<file path="config.mk">
export PLATFORM = sky130hd
export DESIGN_NAME = external_interrupt_detect
export DESIGN_NICKNAME = d
export VERILOG_FILES = /design/src/common/ext_irq_pkg.sv /design/src/rtl/ext_irq_channel.sv /design/src/rtl/external_interrupt_detect.sv
export SDC_FILE = /design/constraint.sdc
export NUM_CORES = 1
export LEC_CHECK = 0
export ABC_AREA = 0
export BUFFER_PORTS_ARGS = -buffer_cell sky130_fd_sc_hd__clkbuf_2
export CORE_UTILIZATION = 45
export DETAILED_ROUTE_END_ITERATION = 10
export PLACE_DENSITY = 0.71
export SYNTH_ARGS = -nofsm -noshare
export SYNTH_HDL_FRONTEND = slang
export SYNTH_HIERARCHICAL = 1
export SYNTH_SLANG_ARGS = --single-unit
</file>
<file path="constraint.sdc">
create_clock -name clk -period 3.2 [get_ports clk]
set_input_delay 0.48 -clock clk [delete_from_list [all_inputs] [get_ports clk]]
set_output_delay 0.48 -clock clk [all_outputs]
set_load 0.05 [all_outputs]
</file>
<file path="src/common/ext_irq_pkg.sv">
// package: register map, field layout, reset values for external interrupt detect
//
// Operation
// - priority register: bit1 port match, bit0 regulator
// - per-input polarity bit, 1 is active high
// - per-input edge select, 1 edge, 0 level
// - each input routed from its selected pin
// - three-bit pin select, code n picks port0 pin n
// - pin choice independent of crossbar assignment
// - pin monitoring is read-only, never drives pins
// - pending flags at timer control bits 1 and 3
// - edge mode pending cleared on vector acknowledge
// - level mode pending follows active input level
package ext_irq_pkg;
  localparam logic [7:0] aux_interrupt_priority_addr = 8'hf7;
  localparam logic [7:0] ext_irq_config_addr = 8'he4;
  localparam logic [7:0] timer_control_reg_addr = 8'h88;
  localparam logic [7:0] irq_status_addr = 8'hf8;
  localparam logic [7:0] irq_mask_addr = 8'hf9;
  localparam logic [7:0] aux_interrupt_priority_reset = 8'h00;
  localparam logic [7:0] ext_irq_config_reset = 8'h01;
  localparam logic [7:0] timer_control_reg_reset = 8'h00;
  localparam logic [7:0] aux_priority_used = 8'h03;
  localparam int port_match_priority_bit = 1;
  localparam int regulator_dropout_priority_bit = 0;
  localparam int a_edge_bit = 0;
  localparam int a_pending_bit = 1;
  localparam int b_edge_bit = 2;
  localparam int b_pending_bit = 3;
  localparam int a_sel_lsb = 0;
  localparam int a_pol_bit = 3;
  localparam int b_sel_lsb = 4;
  localparam int b_pol_bit = 7;
  localparam int sel_width = 3;
  localparam int port_width = 8;

  // settings of one external input
  typedef struct packed {
    logic polarity;
    logic edge_select;
    logic [2:0] pin_select;
  } irq_cfg_t;

  // register port request
  typedef struct packed {
    logic [7:0] addr;
    logic [7:0] wdata;
    logic wr;
    logic rd;
  } reg_req_t;
endpackage

</file>
<file path="src/rtl/ext_irq_channel.sv">
// one external interrupt channel: pin select, sync, edge or level detect
`timescale 1ns/100ps
`default_nettype none
module ext_irq_channel (
  input wire logic clk,
  input wire logic rst_b,
  input wire logic [7:0] port_pins,
  input wire ext_irq_pkg::irq_cfg_t cfg,
  input wire logic ack,
  output logic pending,
  output logic activation
);
  logic selected;
  logic sync1;
  logic sync2;
  logic active_q;
  logic edge_flag;
  logic next_edge_flag;
  logic active_now;

  // pin chosen straight from port 0, no crossbar involved
  assign selected = port_pins[cfg.pin_select];
  // polarity maps synchronized pin to active level
  assign active_now = cfg.polarity ? sync2 : ~sync2;
  assign activation = active_now & ~active_q;

  // edge flag: set on activation beats vector clear
  always_comb begin
    next_edge_flag = edge_flag;
    if (ack)
      next_edge_flag = 1'b0;
    if (activation)
      next_edge_flag = 1'b1;
  end

  // two-stage synchronizer, then history and flag
  always_ff @(posedge clk or negedge rst_b) begin
    if (!rst_b) begin
      sync1 <= 1'b0;
      sync2 <= 1'b0;
      active_q <= 1'b1; // no false edge while the sync refills
      edge_flag <= 1'b0;
    end else begin
      sync1 <= selected;
      sync2 <= sync1;
      active_q <= active_now;
      edge_flag <= next_edge_flag;
    end
  end

  // level mode shows live input, edge mode the latched flag
  assign pending = cfg.edge_select ? edge_flag : active_now;

  level_follow_a: assert property (@(posedge clk)
    disable iff (!rst_b)
    !cfg.edge_select && $past(rst_b, 2) |->
    pending == ($past(selected, 2) == cfg.polarity))
    else $error("level pending does not follow input");
  edge_set_a: assert property (@(posedge clk) disable iff (!rst_b)
    cfg.edge_select && activation && $stable(cfg.edge_select) |=> edge_flag)
    else $error("edge activation did not set flag");
  ack_clear_a: assert property (@(posedge clk) disable iff (!rst_b)
    ack && !activation |=> !edge_flag)
    else $error("vector acknowledge did not clear flag");
  sync_delay_a: assert property (@(posedge clk) disable iff (!rst_b)
    $past(rst_b) && $stable(cfg) ##1 $stable(cfg) |->
    sync2 == $past(selected, 2))
    else $error("synchronizer latency wrong");
  edge_cov: cover property (@(posedge clk) disable iff (!rst_b)
    cfg.edge_select && activation ##[1:20] ack);
  level_cov: cover property (@(posedge clk) disable iff (!rst_b)
    !cfg.edge_select && pending ##1 !pending);
endmodule
`default_nettype wire

</file>
<file path="src/rtl/external_interrupt_detect.sv">
// external interrupt detect: config, timer control flags, priority, status
`timescale 1ns/100ps
`default_nettype none
module external_interrupt_detect (
  input wire logic clk,
  input wire logic rst_b,
  input wire logic [7:0] addr,
  input wire logic [7:0] wdata,
  input wire logic wr,
  input wire logic rd,
  output logic [7:0] rdata,
  input wire logic [7:0] port_pins,
  input wire logic ack_a,
  input wire logic ack_b,
  output logic ext_irq_a_pending,
  output logic ext_irq_b_pending,
  output logic port_match_priority,
  output logic regulator_dropout_priority,
  output logic irq
);
  ext_irq_pkg::reg_req_t req;
  logic [7:0] aux_interrupt_priority;
  logic [7:0] next_aux_interrupt_priority;
  logic [7:0] ext_irq_config;
  logic [7:0] next_ext_irq_config;
  logic [7:0] timer_control_reg;
  logic [7:0] next_timer_control_reg;
  logic [1:0] irq_status;
  logic [1:0] next_irq_status;
  logic [1:0] irq_mask;
  logic [1:0] next_irq_mask;
  logic [7:0] next_rdata;
  logic [7:0] timer_control_view;
  ext_irq_pkg::irq_cfg_t cfg_a;
  ext_irq_pkg::irq_cfg_t cfg_b;
  logic act_a;
  logic act_b;
  logic ack_a_edge;
  logic ack_b_edge;

  assign req = '{addr: addr, wdata: wdata, wr: wr, rd: rd};

  // per-input settings drawn from config and timer control
  assign cfg_a = '{polarity: ext_irq_config[ext_irq_pkg::a_pol_bit],
    edge_select: timer_control_reg[ext_irq_pkg::a_edge_bit],
    pin_select: ext_irq_config[ext_irq_pkg::a_sel_lsb +: 3]};
  assign cfg_b = '{polarity: ext_irq_config[ext_irq_pkg::b_pol_bit],
    edge_select: timer_control_reg[ext_irq_pkg::b_edge_bit],
    pin_select: ext_irq_config[ext_irq_pkg::b_sel_lsb +: 3]};

  // vector acknowledge only clears in edge mode
  assign ack_a_edge = ack_a & cfg_a.edge_select;
  assign ack_b_edge = ack_b & cfg_b.edge_select;

  ext_irq_channel u_chan_a (
    .clk(clk),
    .rst_b(rst_b),
    .port_pins(port_pins),
    .cfg(cfg_a),
    .ack(ack_a_edge),
    .pending(ext_irq_a_pending),
    .activation(act_a)
  );

  ext_irq_channel u_chan_b (
    .clk(clk),
    .rst_b(rst_b),
    .port_pins(port_pins),
    .cfg(cfg_b),
    .ack(ack_b_edge),
    .pending(ext_irq_b_pending),
    .activation(act_b)
  );

  // priority outputs from the auxiliary priority register
  assign port_match_priority =
    aux_interrupt_priority[ext_irq_pkg::port_match_priority_bit];
  assign regulator_dropout_priority =
    aux_interrupt_priority[ext_irq_pkg::regulator_dropout_priority_bit];

  // timer control as read: pending flags placed at bits 1 and 3
  always_comb begin
    timer_control_view = timer_control_reg;
    timer_control_view[ext_irq_pkg::a_pending_bit] = ext_irq_a_pending;
    timer_control_view[ext_irq_pkg::b_pending_bit] = ext_irq_b_pending;
  end

  // register writes and sticky status
  always_comb begin
    next_aux_interrupt_priority = aux_interrupt_priority;
    next_ext_irq_config = ext_irq_config;
    next_timer_control_reg = timer_control_reg;
    next_irq_mask = irq_mask;
    next_irq_status = irq_status;
    if (req.wr) begin
      case (req.addr)
        ext_irq_pkg::aux_interrupt_priority_addr: begin
          // unused bits stay zero
          next_aux_interrupt_priority =
            req.wdata & ext_irq_pkg::aux_priority_used;
        end
        ext_irq_pkg::ext_irq_config_addr: begin
          next_ext_irq_config = req.wdata;
        end
        ext_irq_pkg::timer_control_reg_addr: begin
          // pending bits are hardware owned, not stored
          next_timer_control_reg = req.wdata;
          next_timer_control_reg[ext_irq_pkg::a_pending_bit] = 1'b0;
          next_timer_control_reg[ext_irq_pkg::b_pending_bit] = 1'b0;
        end
        ext_irq_pkg::irq_mask_addr: begin
          next_irq_mask = req.wdata[1:0];
        end
        ext_irq_pkg::irq_status_addr: begin
          next_irq_status = irq_status & ~req.wdata[1:0];
        end
        default: begin
          next_irq_mask = irq_mask;
        end
      endcase
    end
    // set wins over write-one-to-clear
    if (act_a)
      next_irq_status[0] = 1'b1;
    if (act_b)
      next_irq_status[1] = 1'b1;
  end

  // read data: one cycle after the read strobe, unmapped reads zero
  always_comb begin
    next_rdata = 8'h00;
    if (req.rd) begin
      case (req.addr)
        ext_irq_pkg::aux_interrupt_priority_addr:
          next_rdata = aux_interrupt_priority;
        ext_irq_pkg::ext_irq_config_addr:
          next_rdata = ext_irq_config;
        ext_irq_pkg::timer_control_reg_addr:
          next_rdata = timer_control_view;
        ext_irq_pkg::irq_status_addr:
          next_rdata = {6'h00, irq_status};
        ext_irq_pkg::irq_mask_addr:
          next_rdata = {6'h00, irq_mask};
        default:
          next_rdata = 8'h00;
      endcase
    end
  end

  // register state
  always_ff @(posedge clk or negedge rst_b) begin
    if (!rst_b) begin
      aux_interrupt_priority <= ext_irq_pkg::aux_interrupt_priority_reset;
      ext_irq_config <= ext_irq_pkg::ext_irq_config_reset;
      timer_control_reg <= ext_irq_pkg::timer_control_reg_reset;
      irq_status <= 2'h0;
      irq_mask <= 2'h0;
      rdata <= 8'h00;
    end else begin
      aux_interrupt_priority <= next_aux_interrupt_priority;
      ext_irq_config <= next_ext_irq_config;
      timer_control_reg <= next_timer_control_reg;
      irq_status <= next_irq_status;
      irq_mask <= next_irq_mask;
      rdata <= next_rdata;
    end
  end

  // level interrupt from unmasked sticky status
  assign irq = |(irq_status & irq_mask);

  prio_unused_a: assert property (@(posedge clk) disable iff (!rst_b)
    (aux_interrupt_priority & ~ext_irq_pkg::aux_priority_used) == 8'h00)
    else $error("unused priority bits not zero");
  prio_write_a: assert property (@(posedge clk) disable iff (!rst_b)
    req.wr && req.addr == ext_irq_pkg::aux_interrupt_priority_addr |=>
    port_match_priority == $past(wdata[1]) &&
    regulator_dropout_priority == $past(wdata[0]))
    else $error("priority write not applied");
  flag_read_a: assert property (@(posedge clk) disable iff (!rst_b)
    req.rd && req.addr == ext_irq_pkg::timer_control_reg_addr |=>
    rdata[1] == $past(ext_irq_a_pending) &&
    rdata[3] == $past(ext_irq_b_pending))
    else $error("pending flags misplaced in timer control");
  status_sticky_a: assert property (@(posedge clk) disable iff (!rst_b)
    act_a |=> irq_status[0])
    else $error("activation did not set status");
  irq_level_a: assert property (@(posedge clk) disable iff (!rst_b)
    req.wr && req.addr == ext_irq_pkg::irq_mask_addr &&
    req.wdata[1:0] == 2'h0 |=> !irq)
    else $error("interrupt output mismatch");

  // second status bit and write-one-to-clear
  status_b_a: assert property (@(posedge clk) disable iff (!rst_b)
    act_b |=> irq_status[1])
    else $error("activation did not set second status bit");
  status_clear_a: assert property (@(posedge clk) disable iff (!rst_b)
    req.wr && req.addr == ext_irq_pkg::irq_status_addr && req.wdata[0] &&
    !act_a |=> !irq_status[0])
    else $error("status bit not cleared by write of one");

  // configuration writes land, and hold when not written
  cfg_write_a: assert property (@(posedge clk) disable iff (!rst_b)
    req.wr && req.addr == ext_irq_pkg::ext_irq_config_addr |=>
    ext_irq_config == $past(wdata))
    else $error("config write not applied");
  cfg_hold_a: assert property (@(posedge clk) disable iff (!rst_b)
    !(req.wr && req.addr == ext_irq_pkg::ext_irq_config_addr) |=>
    $stable(ext_irq_config))
    else $error("config changed without a write");

  // sensitivity bits follow timer control writes, pending bits never stored
  edge_write_a: assert property (@(posedge clk) disable iff (!rst_b)
    req.wr && req.addr == ext_irq_pkg::timer_control_reg_addr |=>
    cfg_a.edge_select == $past(wdata[ext_irq_pkg::a_edge_bit]) &&
    cfg_b.edge_select == $past(wdata[ext_irq_pkg::b_edge_bit]))
    else $error("sensitivity write not applied");
  flag_store_a: assert property (@(posedge clk) disable iff (!rst_b)
    !timer_control_reg[ext_irq_pkg::a_pending_bit] &&
    !timer_control_reg[ext_irq_pkg::b_pending_bit])
    else $error("pending bits stored as plain register");

  // vector acknowledge and activation as seen at the pending outputs
  edge_ack_a: assert property (@(posedge clk) disable iff (!rst_b)
    cfg_a.edge_select && ack_a && !act_a |=>
    !cfg_a.edge_select || !ext_irq_a_pending)
    else $error("first pending not cleared on vector");
  edge_ack_b: assert property (@(posedge clk) disable iff (!rst_b)
    cfg_b.edge_select && ack_b && !act_b |=>
    !cfg_b.edge_select || !ext_irq_b_pending)
    else $error("second pending not cleared on vector");
  edge_set_b_a: assert property (@(posedge clk) disable iff (!rst_b)
    cfg_b.edge_select && act_b ##1 cfg_b.edge_select |->
    ext_irq_b_pending)
    else $error("second edge activation not pending");

  // priority register reads and holds, read data zero outside a read
  prio_read_a: assert property (@(posedge clk) disable iff (!rst_b)
    req.rd && req.addr == ext_irq_pkg::aux_interrupt_priority_addr |=>
    rdata[7:2] == 6'h00)
    else $error("unused priority bits read nonzero");
  prio_hold_a: assert property (@(posedge clk) disable iff (!rst_b)
    !(req.wr && req.addr == ext_irq_pkg::aux_interrupt_priority_addr) |=>
    $stable(aux_interrupt_priority))
    else $error("priority changed without a write");
  rdata_idle_a: assert property (@(posedge clk) disable iff (!rst_b)
    !req.rd |=> rdata == 8'h00)
    else $error("read data outside read cycle");

  irq_cov: cover property (@(posedge clk) disable iff (!rst_b)
    irq ##[1:10] !irq);
  prio_cov: cover property (@(posedge clk) disable iff (!rst_b)
    port_match_priority && regulator_dropout_priority);
  both_cov: cover property (@(posedge clk) disable iff (!rst_b)
    ext_irq_a_pending && ext_irq_b_pending);
endmodule
`default_nettype wire

</file>
==> impl_metrics.toml <==
[outcome]
status = "completed"

[global_routing]
antenna_found_initial = 0
grt_start_max_net_pins = 37
grt_pass1_vias = 1263
overflow = 0
grt.total_usage_pct = 19.54
grt_first_pass_wirelength_um = 5844

[finish]
nets = 202
syn2layout_area_growth_pct = 21.09
seq_area_sq_um = 904.6
final_area_sq_um = 2026
multi_input_area_sq_um = 734.5
antenna_cells = 0
drive_above_1_share_pct = 46.24
fill_cells = 282

[worst_hold_path]
hp-class = "in -> async"

[power_and_ir_drop]
ir_drop_uv = 273.2
power_frac_comb_pct = 12.8
internal_power_mw = 0.7005
clock_power_share_pct = 34.7
seq_power_share_pct = 52.5
p_leak_nw = 0.9677
power.density_nw_per_um2 = 468.0
swShare_pct = 26.11
switchingPower_mw = 0.2476

[timing]
tns_ns = 0
hold_violations = 0
rsz0062_at_grt = "no"
min_period_ns = 2.008
timing.final.crit_share_pct = 62.75
skew_ns = 0.002999
slew_headroom_pct = 44.70
max_freq_mhz = 498.0
final_max_slew_viol_count = 0
setup_violations = 0
worst_pin_slew_ns = 0.8295

[setup_path]
rr_endpoint = "u_chan_a/sync1"
worstRegToRegCells = 2
cp.arrival_ns = 1.53
cp_max_fo = 4
rrSetupSlack_ns = 1.67
startpoint_type = "register"
worstReg2RegStart = "ext_irq_config[0]"
critPathKind = "reg -> out"
critPathRequiredTime_ns = 2.72
crit_path_end_kind = "output port"

[clocking]
cts_hold_buf = 0
clk_pin_slew_ns = 0.07
htree_levels = 2
cts_resized = 0
cts.sinks = 36
cts_buffers = 5
cts_tree = "yes"
cts.path.max_buffers = 2
cts_root_buf = "clkbuf_8"
cts_setup_buffers = 0
insertion_delay_ns = 0.29

[floorplanning]
num_rows = 21
ios = 43
die_y_um = 62.97
core_sq_um = 3442
initial_utilization_pct = 48.60
die_w_um = 62.97
dieArea_sq_um = 3965

[detailed_routing]
ant_nets = 0
wl_per_cell_um = 15.68
vias = 1218
dr.pass1.iters = 4
first_iter_violations = 47
routed_wirelength_um = 3435
vias_per_cell = 5.562
drc = 0

[placed_design]
dpl.hpwl_um = 2593
port-buffer-count = 42
place_congestion = 0.8648
dpl_cell_area_sq_um = 1933

[yosys]
synthCells = 124
yosysWarnings = 6
syn_nets = 154
syn_avg_cell_area_sq_um = 13.49
synth_top_area_cell = "dfrtp_1"
ys_ff_latch = 36
ys.flop_type = "dfrtp_1"
synth.yosys.seq_area_share_pct = 54.08
yosysUniqueCellTypes = 30
async_flop_share_pct = 100.0
synth_area_sq_um = 1673
synth_edf_count = 0
synth_top_area_share_pct = 49.36
yosys-top-cells-area = "dfrtp_1, mux2_2, mux4_1"

[flow_run]
cap_violations = 0
synth_stat cells, types with 3 or more instances:
cell	n
dfstp_2	3
inv_1	5
nand3_1	3
nor2_1	9
mux4_1	4
dfrtp_1	33
a22oi_1	8
o21ai_0	3
mux2_2	20
a22o_1	3
nand2_1	4
worst max-delay path: stages, from the launching register on:
cell	delay, ns
dfrtp_1	0.40
xor2_1	0.20
o21ai_0	0.29
clkbuf_2	0.34
layer usage:
layer	vias to the layer above	track usage [%]	wire, um
li1	567	-	-
met3	6	5.474	163
met4	0	7.849	55
met1	617	25.39	1528
met2	28	30.65	1688
met5	-	0	0
kinds of logic after synthesis:
family          count (synthesis)  share of synthesized area (%)
flops                          36                          54.08
simple gates                   30                          11.59
compound gates                 25                          11.52
mux                            24                          19.75
buf+inv                         7                          2.019
xor+xnor                        2                          1.047
per-stage QoR:
stage                     utilization, %  hold WS, ns  setup WS (ns)  power, mW  cells
after floorplan                        -       0.1844         0.9721     0.5736    124
after global placement             56.16       0.3390          1.366     0.6238    211
after detailed placement           56.16       0.3394          1.305     0.6285    211
after CTS                          58.85       0.3159          1.198     0.9564    219
after global routing               58.85       0.3479          1.104     0.9910    219
final                              58.85       0.2756          1.192     0.9481    219
cell type report:
type	count	area share (%)
clock buffers	6	4.077
well taps	46	2.841
multi-input cells	81	36.26
flip-flops and latches	36	44.66
inverters	5	0.9265
repair buffers	43	10.75
clock inverters	2	0.4941
worst max path at each step:
stage | from | endpoint
4_1_cts | ext_irq_config[7] | ext_irq_b_pending
5_1_grt | ext_irq_config[3] | ext_irq_a_pending
3_3_place_gp | addr[3] | ext_irq_config[5]
2_1_floorplan | ext_irq_config[3] | rdata[1]
6_report | ext_irq_config[3] | ext_irq_a_pending
3_5_place_dp | addr[2] | ext_irq_config[2]
power groups by stage:
stage          sequential (mW)  combinational, mW  clock (mW)
2_1_floorplan            0.505             0.0682           0
3_5_place_dp             0.507              0.122           0
3_3_place_gp             0.505              0.119           0
5_1_grt                  0.500              0.133       0.358
6_report                 0.498              0.121       0.329
4_1_cts                  0.498              0.122       0.336
cell usage in the layout, fill, tap and decap left out, drive strengths merged, types with 2 or more instances in the layout:
master  Yosys  routed
a21o        2       2
a21oi       2       2
a22o        3       3
a22oi       8       8
a32o        2       2
and2        2       2
and4b       2       2
clkbuf      0      48
clkinv      0       2
dfrtp      33      33
dfstp       3       3
inv         5       5
mux2       20      20
mux4        4       4
nand2       4       4
nand3       5       5
nand4       2       2
nor2        9       9
nor4b       2       2
o21ai       3       3
o22ai       2       2
xor2        2       2
Note: power is estimated with default switching activity, not from simulation.
